==> src/rtl/gpclr_pkg.sv <==
/*
  gpclr_pkg: constants, register map and packed carriers for the 32-pin
  output-clear / pin-write port block.
  assumes: one AXI4-Lite slave with 32-bit data, byte addresses as printed.
*/
`default_nettype none
package gpclr_pkg;

  ////////////////////////////////////////////////////////////////////////
  // widths
  localparam int unsigned GPCLR_AW = 32;
  localparam int unsigned GPCLR_DW = 32;

  ////////////////////////////////////////////////////////////////////////
  // legacy path register byte addresses (peripheral bus)
  localparam logic [31:0] GPCLR_LEG_PIN_ADDR   = 32'hE002_8000;
  localparam logic [31:0] GPCLR_LEG_SET_ADDR   = 32'hE002_8004;
  localparam logic [31:0] GPCLR_LEG_DIR_ADDR   = 32'hE002_8008;
  localparam logic [31:0] GPCLR_LEG_CLR_ADDR   = 32'hE002_800C;
  localparam logic [31:0] GPCLR_FUNC_ADDR      = 32'hE002_8010;
  // fast path; byte and half registers are lanes of these words
  localparam logic [31:0] GPCLR_FAST_DIR_ADDR  = 32'h3FFF_C000;
  localparam logic [31:0] GPCLR_FAST_MASK_ADDR = 32'h3FFF_C010;
  localparam logic [31:0] GPCLR_FAST_PIN_ADDR  = 32'h3FFF_C014;
  localparam logic [31:0] GPCLR_FAST_SET_ADDR  = 32'h3FFF_C018;
  localparam logic [31:0] GPCLR_FAST_CLR_ADDR  = 32'h3FFF_C01C;
  localparam logic [31:0] GPCLR_FAST_CLR_B1    = 32'h3FFF_C01D;
  localparam logic [31:0] GPCLR_FAST_CLR_B2    = 32'h3FFF_C01E;
  localparam logic [31:0] GPCLR_FAST_CLR_B3    = 32'h3FFF_C01F;

  ////////////////////////////////////////////////////////////////////////
  // reset values and responses
  localparam logic [31:0] GPCLR_RST_WORD = 32'h0000_0000;
  localparam logic [1:0]  GPCLR_RESP_OK  = 2'h0;
  localparam logic [1:0]  GPCLR_RESP_ERR = 2'h2;

  ////////////////////////////////////////////////////////////////////////
  // bus carriers
  typedef struct packed {
    logic        awvalid;
    logic [31:0] awaddr;
    logic        wvalid;
    logic [31:0] wdata;
    logic [3:0]  wstrb;
    logic        bready;
    logic        arvalid;
    logic [31:0] araddr;
    logic        rready;
  } gpclr_axil_req_t;

  typedef struct packed {
    logic        awready;
    logic        wready;
    logic        bvalid;
    logic [1:0]  bresp;
    logic        arready;
    logic        rvalid;
    logic [31:0] rdata;
    logic [1:0]  rresp;
  } gpclr_axil_rsp_t;

  // all state of the top module
  typedef struct packed {
    logic        aw_vld;
    logic        aw_rdy;
    logic [31:0] aw_addr;
    logic        w_vld;
    logic        w_rdy;
    logic [31:0] w_data;
    logic [3:0]  w_strb;
    logic        b_vld;
    logic [1:0]  b_resp;
    logic        ar_rdy;
    logic        r_vld;
    logic [31:0] r_data;
    logic [1:0]  r_resp;
    logic [31:0] dir;
    logic [31:0] mask;
    logic [31:0] func;
    logic [31:0] outv;
    logic [31:0] oe;
  } gpclr_state_t;

endpackage
`default_nettype wire

==> src/rtl/gpclr_port.sv <==
/*
  gpclr_port: 32-pin port output latch with legacy and fast set, clear and
  pin-value writes, fast access mask, direction and pin function registers.
  assumes: AXI4-Lite master on aclk, gpio_in synchronous to aclk, pad logic
  outside combines gpio_out and gpio_oe.
*/
// Local design decision: the AXI4-Lite interface to the registers.
`default_nettype none
// Summary of operation
// RULE1 - clear write one drives output pin low and clears its set bit
// RULE2 - clear bits written zero leave pins and set bits unchanged
// RULE3 - clear has no effect on input or secondary-function pins
// RULE4 - fast clear acts only on pins unmasked by the fast mask
// RULE5 - legacy and fast clear are 32 bits, bit n is pin n, reset zero
// RULE6 - four byte lanes of fast clear cover pins 7:0 up to 31:24
// RULE7 - lower and upper half lanes of fast clear cover 15:0 and 31:16
// RULE8 - latest set or clear write decides the output pin level
// RULE9 - each write acts on its own access, so clear follows set later
// RULE10 - pin-value write drives all output pins to the written pattern
// RULE11 - with mask FFFF00FF a fast pin write changes only pins 15:8
// RULE12 - half mask and half pin-value give the same masked write
// RULE13 - byte write to fast pin lane one updates only pins 15:8
// RULE14 - software does read-modify-write for partial legacy pin writes
// RULE15 - set write one drives output pin high, zeros have no effect
// RULE16 - set register reads back the output latch, not the pin level
// RULE17 - only pins with mask bit zero are reachable on fast registers; here fast direction writes and reads ignore the mask
// RULE18 - partial fast clear writes affect only written byte lanes
module gpclr_port
  import gpclr_pkg::*;
#(
  parameter int unsigned PINS = 32
) (
  input  wire logic             aclk,
  input  wire logic             aresetn,
  input  wire gpclr_axil_req_t  axil_req,
  output var  gpclr_axil_rsp_t  axil_rsp,
  input  wire logic [31:0]      gpio_in,
  output logic      [31:0]      gpio_out,
  output logic      [31:0]      gpio_oe
);

  ////////////////////////////////////////////////////////////////////////
  // elaboration check: the map holds exactly one 32-pin port
  if (PINS != GPCLR_DW) begin : g_pins_check
    $error("gpclr_port serves only 32 pins");
  end

  localparam gpclr_state_t RST = '{
    aw_vld: 1'b0, aw_rdy: 1'b0, aw_addr: GPCLR_RST_WORD,
    w_vld: 1'b0, w_rdy: 1'b0, w_data: GPCLR_RST_WORD, w_strb: 4'h0,
    b_vld: 1'b0, b_resp: GPCLR_RESP_OK, ar_rdy: 1'b0, r_vld: 1'b0,
    r_data: GPCLR_RST_WORD, r_resp: GPCLR_RESP_OK, dir: GPCLR_RST_WORD,
    mask: GPCLR_RST_WORD, func: GPCLR_RST_WORD, outv: GPCLR_RST_WORD,
    oe: GPCLR_RST_WORD};

  gpclr_state_t q;
  gpclr_state_t d;

  logic        wr_go;
  logic [29:0] wr_word;
  logic [29:0] rd_word;
  logic [31:0] lanes;
  logic [31:0] gpo;
  logic [31:0] fast_ok;
  logic [31:0] set_m;
  logic [31:0] clr_m;
  logic [31:0] pin_m;
  logic [31:0] pin_lvl;
  logic        is_leg_clr;
  logic        is_fast_clr;

  ////////////////////////////////////////////////////////////////////////
  // byte strobes widened to one enable per pin; this is how byte and half
  // registers at the printed sub-word addresses reach their own lanes
  for (genvar i = 0; i < 32; i++) begin : g_lane
    assign lanes[i] = q.w_strb[i / 8];
  end

  // write decode and per-pin masks of the pending write
  always_comb begin
    wr_go       = q.aw_vld && q.w_vld && !q.b_vld;
    wr_word     = q.aw_addr[31:2];
    rd_word     = axil_req.araddr[31:2];
    gpo         = q.dir & ~q.func; // only gpio outputs follow writes [RULE3]
    fast_ok     = ~q.mask; // zero in mask means reachable [RULE17]
    is_leg_clr  = wr_word == GPCLR_LEG_CLR_ADDR[31:2];
    is_fast_clr = wr_word == GPCLR_FAST_CLR_ADDR[31:2];
    pin_lvl     = (q.outv & gpo) | (gpio_in & ~gpo);
    set_m       = q.w_data & lanes & gpo; // [RULE15]
    clr_m       = q.w_data & lanes & gpo; // [RULE1] [RULE2] [RULE6] [RULE7]
    pin_m       = lanes & gpo; // [RULE10] [RULE13]
    if (wr_word[29:4] == GPCLR_FAST_DIR_ADDR[31:6]) begin
      set_m = set_m & fast_ok; // [RULE4]
      clr_m = clr_m & fast_ok; // [RULE4] [RULE18]
      pin_m = pin_m & fast_ok; // [RULE11] [RULE12]
    end
  end

  ////////////////////////////////////////////////////////////////////////
  // next state: bus handshakes and register effects
  always_comb begin
    d = q;
    // address and data channels are taken independently, in either order
    if (axil_req.awvalid && q.aw_rdy) begin
      d.aw_vld  = 1'b1;
      d.aw_addr = axil_req.awaddr;
    end
    if (axil_req.wvalid && q.w_rdy) begin
      d.w_vld  = 1'b1;
      d.w_data = axil_req.wdata;
      d.w_strb = axil_req.wstrb;
    end
    if (q.b_vld && axil_req.bready) begin
      d.b_vld = 1'b0;
    end
    // each write acts alone on its own cycle, later writes win [RULE8]
    if (wr_go) begin // [RULE9]
      d.aw_vld = 1'b0;
      d.w_vld  = 1'b0;
      d.b_vld  = 1'b1;
      d.b_resp = GPCLR_RESP_OK;
      case (wr_word)
        GPCLR_LEG_SET_ADDR[31:2], GPCLR_FAST_SET_ADDR[31:2]: begin
          d.outv = q.outv | set_m; // [RULE15]
        end
        GPCLR_LEG_CLR_ADDR[31:2], GPCLR_FAST_CLR_ADDR[31:2]: begin
          d.outv = q.outv & ~clr_m; // set bit is the latch bit [RULE1]
        end
        GPCLR_LEG_PIN_ADDR[31:2], GPCLR_FAST_PIN_ADDR[31:2]: begin
          d.outv = (q.outv & ~pin_m) | (q.w_data & pin_m); // [RULE10]
        end
        GPCLR_LEG_DIR_ADDR[31:2], GPCLR_FAST_DIR_ADDR[31:2]: begin
          d.dir = (q.dir & ~lanes) | (q.w_data & lanes);
        end
        GPCLR_FAST_MASK_ADDR[31:2]: begin
          d.mask = (q.mask & ~lanes) | (q.w_data & lanes);
        end
        GPCLR_FUNC_ADDR[31:2]: begin
          d.func = (q.func & ~lanes) | (q.w_data & lanes);
        end
        default: begin
          d.b_resp = GPCLR_RESP_ERR; // unmapped: no effect, error answer
        end
      endcase
    end
    // read: one outstanding, answered the cycle after it is taken
    if (q.r_vld && axil_req.rready) begin
      d.r_vld = 1'b0;
    end
    if (axil_req.arvalid && q.ar_rdy) begin
      d.r_vld  = 1'b1;
      d.r_resp = GPCLR_RESP_OK;
      case (rd_word)
        GPCLR_LEG_SET_ADDR[31:2]: d.r_data = q.outv; // latch [RULE16]
        GPCLR_FAST_SET_ADDR[31:2]: d.r_data = q.outv & fast_ok;
        GPCLR_LEG_PIN_ADDR[31:2]: d.r_data = pin_lvl;
        GPCLR_FAST_PIN_ADDR[31:2]: d.r_data = pin_lvl & fast_ok;
        GPCLR_LEG_DIR_ADDR[31:2], GPCLR_FAST_DIR_ADDR[31:2]: begin
          d.r_data = q.dir;
        end
        GPCLR_FAST_MASK_ADDR[31:2]: d.r_data = q.mask;
        GPCLR_FUNC_ADDR[31:2]: d.r_data = q.func;
        // clear words are write-only and read back their reset zero
        GPCLR_LEG_CLR_ADDR[31:2], GPCLR_FAST_CLR_ADDR[31:2]: begin
          d.r_data = GPCLR_RST_WORD; // [RULE5]
        end
        default: begin
          d.r_data = GPCLR_RST_WORD;
          d.r_resp = GPCLR_RESP_ERR;
        end
      endcase
    end
    // ready flags are registered so every bus output comes from a flop
    d.aw_rdy = !d.aw_vld;
    d.w_rdy  = !d.w_vld;
    d.ar_rdy = !d.r_vld;
    d.oe     = d.dir & ~d.func;
  end

  ////////////////////////////////////////////////////////////////////////
  // state register, synchronous active-low reset
  always_ff @(posedge aclk) begin
    if (!aresetn) begin
      q <= RST; // [RULE5]
    end else begin
      q <= d;
    end
  end

  ////////////////////////////////////////////////////////////////////////
  // outputs, straight from the state flops
  always_comb begin
    axil_rsp.awready = q.aw_rdy;
    axil_rsp.wready  = q.w_rdy;
    axil_rsp.bvalid  = q.b_vld;
    axil_rsp.bresp   = q.b_resp;
    axil_rsp.arready = q.ar_rdy;
    axil_rsp.rvalid  = q.r_vld;
    axil_rsp.rdata   = q.r_data;
    axil_rsp.rresp   = q.r_resp;
  end
  assign gpio_out = q.outv;
  assign gpio_oe  = q.oe;
endmodule
`default_nettype wire

==> config.mk <==
export PLATFORM = sky130hd
export DESIGN_NAME = gpclr_port
export DESIGN_NICKNAME = d
export VERILOG_FILES = /design/src/rtl/gpclr_pkg.sv /design/src/rtl/gpclr_port.sv
export SDC_FILE = /design/constraint.sdc
export NUM_CORES = 1
export LEC_CHECK = 0
export BUFFER_PORTS_ARGS = -buffer_cell sky130_fd_sc_hd__buf_2
export CORE_MARGIN = 1
export CORE_UTILIZATION = 30
export DETAILED_ROUTE_END_ITERATION = 6
export GPL_ROUTABILITY_DRIVEN = 0
export SETUP_SLACK_MARGIN = 0.4
export SLEW_MARGIN = 20
export SYNTH_ARGS = -nofsm -noshare
export SYNTH_HDL_FRONTEND = slang
export SYNTH_SLANG_ARGS = --single-unit
==> constraint.sdc <==
create_clock -name aclk -period 4.8 [get_ports aclk]
set_clock_uncertainty 0.1 [all_clocks]
set_input_delay 0.96 -clock aclk [delete_from_list [all_inputs] [get_ports aclk]]
set_output_delay 0.96 -clock aclk [all_outputs]
set_load 0.02 [all_outputs]
Word level (Yosys, flattened, before mapping)
Cells that the tools add are included.
{"block": "totals", "output_inout_bits": 105, "ff_bits": 271, "wordCells": 109}
{"block": "classes", "muxes": 18, "n_eq_ne": 21, "n_bitwise": 30, "reduce_logical": 22}
{"operator": "$and A32 B32 Y32", "count": 17}
{"operator": "$eq A30 B28 Y1 const B", "count": 10}
{"operator": "$eq A30 B30 Y1 const B", "count": 10}
{"operator": "$not A32 Y32", "count": 7}
{"operator": "$pmux W32 S7", "count": 1}
{"operator": "$or A32 B32 Y32", "count": 6}
{"operator": "$mux W32", "count": 5}
{"operator": "$mux W128", "count": 1}
{"operator": "$pmux W32 S3", "count": 1}
{"operator": "$mux W35", "count": 1}
{"operator": "$eq A26 B24 Y1 const B", "count": 1}
{"operator": "$reduce_or A10 Y1", "count": 2}
{"operator": "$reduce_or A2 Y1", "count": 5}
{"operator": "$logic_and A1 B1 Y1", "count": 7}
{"operator": "$mux W1", "count": 6}
{"operator": "$logic_not A1 Y1", "count": 4}
{"operator": "$mux W2", "count": 2}
{"operator": "$reduce_and A2 Y1", "count": 2}
{"operator": "$mux W3", "count": 1}
{"operator": "$reduce_bool A3 Y1", "count": 1}
{"operator": "$reduce_bool A2 Y1", "count": 1}

Logic depth before layout (Yosys ltp)
{"block": "logic_depth", "ltp_word": 12, "ltp_mapped": 10, "depth_no_buf": 6}

Worst setup path before layout
Ideal clock, no wire load.
{"block": "synth_timing", "kind": "in2reg", "startpoint": "in axil_req[10] (netlist bit)", "endpoint": "reg q, in the netlist axil_rsp[10]", "setup_slack_ps": 1946, "setup_time_ps": 74, "path_stages": 9, "t_arrival_ps": 2680, "path_cell_list": "nor4b_1 and3_1 clkbuf_1 and3_1 clkbuf_1 clkbuf_1 a32o_1 nor2_1 a31oi_1"}
{"block": "synth_between", "elab_chain_len": 3}
{"item": "from (decl)", "line_no": "gpclr_port.sv:35", "source": "input wire gpclr_axil_req_t axil_req,"}
{"item": "$eq A30 B30 Y1 or $eq A30 B28 Y1 (tied branches)", "line_no": "gpclr_port.sv:153", "source": "case (rd_word)"}
{"item": "$reduce_or A2 Y1"}
{"item": "$pmux W32 S7 (*)", "line_no": "gpclr_port.sv:153"}
{"item": "to (signal assigned)", "line_no": "gpclr_port.sv:184", "source": "q <= RST;"}
{"item": "to (signal assigned)", "line_no": "gpclr_port.sv:186", "source": "q <= d;"}
{"item": "to (decl)", "line_no": "gpclr_port.sv:56", "source": "gpclr_state_t q;"}
Every way passes the cells marked *; elsewhere a longest branch is shown, timed or not.
A chain may end at the register's enable or synchronous reset.

Final worst setup path
{"block": "layout_timing", "startpoint": "reg q[266] (netlist bit)", "endpoint": "reg q, in the netlist gpio_out[19]"}
{"block": "layout_between", "elab_chain_len": 6}
{"item": "$eq A26 B24 Y1", "line_no": "gpclr_port.sv:92", "source": "if (wr_word[29:4] == GPCLR_FAST_DIR_ADDR[31:6]) begin"}
{"item": "$mux W32", "line_no": "gpclr_port.sv:92"}
{"item": "$not A32 Y32", "line_no": "gpclr_port.sv:130", "source": "d.outv = (q.outv & ~pin_m) | (q.w_data & pin_m);"}
{"item": "$and A32 B32 Y32", "line_no": "gpclr_port.sv:130"}
{"item": "$or A32 B32 Y32", "line_no": "gpclr_port.sv:130"}
{"item": "$pmux W32 S3", "line_no": "gpclr_port.sv:122", "source": "case (wr_word)"}
Parallel ways exist; a longest one is shown, timed or not.

==> metrics.md <==
| Metric | Value |
|---|---|
| Mapped Area | `0.0144 sq mm` |
| Detailed placement HPWL | `33.3 mm` |
| Overall routing resource usage | `0.197` |
| DR vias | `13,399` |
| Post-synthesis cell count | `1,763` |
| Std-Cell Rows | `80` |
| Worst-margin pin slew | `1.08 ns` |
| Most used routing layer in global routing | `met2` |
| Fmax | `292 MHz` |
| Routed wire length | `49.8 mm` |
| Setup Buffers After CTS | `0` |
| DRT iter0 DRCs | `1,014` |
| Worst rel slew slack | `0.271` |
| Final period utilization | `0.712` |
| Max-cap viol count | `0` |
| Pwr/cell area | `323 mW/mm^2` |
| Final TNS setup | `0 ns` |
| CTS tree | `yes` |
| CTS Hold Bufs | `0` |
| Via density | `5.41` |
| Final Max Slew Viols | `0` |
| Mean Syn Cell Area | `8.19 sq um` |
| RSZ-0062 raised after global routing | `no` |
| Die Area | `0.0490 sq mm` |
| Chip width | `221 um` |
| Clock latency on the worst-skew pair | `0.55 ns` |
| Sequential share of the synthesized area | `0.370` |
| Fillcell total | `4,953` |
| Worst path required time | `5.12 ns` |
| # setup viols final | `0` |
| CTS root buf | `clkbuf_16` |
| Final-stage net count | `1,983` |
| Multi-input logic area | `0.00777 sq mm` |
| Initial antenna violation count | `3` |
| Minimum clock period | `3.42 ns` |
| Die H | `221 um` |
| Largest net degree at the start of global routing | `101` |
| Critical Path Sink Type | `flop` |
| PortBufs | `237` |
| Grt met1 use | `0.254` |
| Drt pass-1 iters | `5` |
| FF+latch area | `0.00535 sq mm` |
| M3 GR Usage | `0.0482` |
| Final hold violation count | `0` |
| Kind of critical path | `reg2reg` |
| Leak Pwr | `6.27 nW` |
| Peak supply drop | `0.177 mV` |
| Grt met2 use | `0.314` |
| Async set-or-reset flop fraction in the synthesized netlist | `0` |
| Clk buf depth | `3` |
| GRT overflow | `0` |
| DR WL/cell | `20.1 um` |
| Post-synth EDFFs | `0` |
| Synth unique cells | `61` |
| Total CTS buffers | `34` |
| Clock-pin slew on the worst setup and hold paths | `0.06 ns` |
| Ys flop type | `dfxtp_1` |
| Post-route ant nets | `0` |
| CP Max Fanout | `27` |
| Antenna diodes | `0` |
| Core area | `0.0476 sq mm` |
| Global-route wire length before repair | `74.8 mm` |
| Cts repair resizes | `0` |
| Synth-to-Final Area Change | `14.6%` |
| Synth warn | `0` |
| Min-delay worst type | `reg2reg` |
| Vias in the first global route | `12,580` |
| DRC violations left | `0` |
| Status | `complete, no violations` |
| Core Util, Final | `0.347` |
| # H-tree levels | `2` |
| Share of cells above drive strength 1 | `0.191` |
| Critical path launch point type | `flop` |
| CTS Sinks | `267` |
| # IOs | `244` |
| Initial Util | `0.303` |
| Crit path DAT | `3.74 ns` |
| Post-synthesis register bit count | `267` |
## worst max-delay path: stages, from the launching register on
cell,delay [ns]
dfxtp_1,0.32
nor3b_1,0.54
and2_2,0.71
a31oi_1,0.36
nor4_2,0.96
o22a_1,0.25
a21oi_1,0.06
## worst paths after layout
check,slack (ns),start,endpoint,cells past startpoint
worst max-delay path,1.38,q[266],gpio_out[19],6
worst min-delay path,0.36,axil_rsp[37],axil_rsp[37],2
worst max register to register,1.38,q[266],gpio_out[19],6
worst min register to register,0.36,axil_rsp[37],axil_rsp[37],2
## power by group
group	switching, mW	internal [mW]	leakage, nW
logic	0.240	0.146	3.55
clock network	1.03	1.60	0.558
registers	0.0560	2.27	2.16
total	1.33	4.02	6.27
## through the flow
stage | instance area, sq um | hold slack [ns] | cells | setup slack, ns | power, mW
final | 16500 | 0.357 | 2478 | 1.38 | 5.34
after global routing | 16500 | 0.384 | 2478 | 1.17 | 5.53
after CTS | 16500 | 0.363 | 2478 | 1.43 | 5.41
after detailed placement | 15400 | 0.355 | 2423 | 1.32 | 2.76
after global placement | 15400 | 0.346 | 2423 | 1.37 | 2.75
after floorplan | 14400 | 0.334 | 1764 | 1.95 | 2.60
## layout make-up
type / count / share of cell area
Clock inverter: 12 / 0.0108
Tap cell: 615 / 0.0465
Timing Repair Buffer: 268 / 0.0869
Sequential cell: 267 / 0.323
Inverter: 28 / 0.00635
Clock buffer: 43 / 0.0571
Multi-Input combinational cell: 1245 / 0.469
## Yosys cell counts (3+ instances only)
| master | count | share of area |
|---|---|---|
| dfxtp_1 | 267 | 0.37 |
| nand2_1 | 267 | 0.069 |
| buf_4 | 110 | 0.057 |
| mux2i_1 | 102 | 0.071 |
| a21boi_0 | 101 | 0.053 |
| nor2_1 | 101 | 0.026 |
| clkbuf_1 | 93 | 0.024 |
| o21ai_0 | 88 | 0.030 |
| nor2b_1 | 67 | 0.029 |
| nor3_1 | 64 | 0.022 |
| a21oi_1 | 61 | 0.021 |
| nand3_1 | 51 | 0.018 |
| nand2b_1 | 35 | 0.015 |
| a31oi_1 | 33 | 0.014 |
| or3_1 | 32 | 0.014 |
| a221o_1 | 31 | 0.021 |
| a32o_1 | 31 | 0.021 |
| inv_1 | 28 | 0.0073 |
| a41oi_1 | 24 | 0.015 |
| o22a_1 | 24 | 0.015 |
| nand4_1 | 18 | 0.0078 |
| nor4_1 | 13 | 0.0056 |
| buf_2 | 12 | 0.0042 |
| and2_1 | 10 | 0.0043 |
| buf_1 | 9 | 0.0023 |
| a32oi_1 | 8 | 0.0049 |
| and3_1 | 8 | 0.0035 |
| nor3b_1 | 8 | 0.0042 |
| nor4b_1 | 5 | 0.0030 |
| nand4_2 | 4 | 0.0035 |
| nor4_2 | 4 | 0.0035 |
| o211ai_4 | 4 | 0.0059 |
| or4_1 | 4 | 0.0021 |
| and4_1 | 3 | 0.0018 |
| nor4bb_1 | 3 | 0.0021 |
| o211ai_2 | 3 | 0.0026 |
| o21a_1 | 3 | 0.0016 |
| o31ai_1 | 3 | 0.0016 |
## layout by cell type, fill, tap and decap left out, types with 61 or more instances in the layout
| master | n |
|---|---|
| dfxtp_1 | 267 |
| o21ai_0 | 88 |
| buf_2 | 236 |
| nor2_1 | 101 |
| a21boi_0 | 101 |
| nor2b_1 | 65 |
| mux2i_1 | 102 |
| a21oi_1 | 61 |
| nand2_1 | 267 |
| nor3_1 | 63 |
## logic make-up after synthesis
family	share of synthesized area
other	0.000260
multiplexers	0.0707
flip-flops	0.370
buffers and inverters	0.0951
AND/OR/NAND/NOR	0.248
XOR/XNOR	0.000607
AO/OA/AOI/OAI	0.215
## metal layers
layer / part of all wire / wire length, um
met5: 0.00088 / 44
met4: 0.032 / 1620
met3: 0.079 / 3950
met2: 0.45 / 22500
met1: 0.43 / 21700
(Power assumes the default switching activity.)
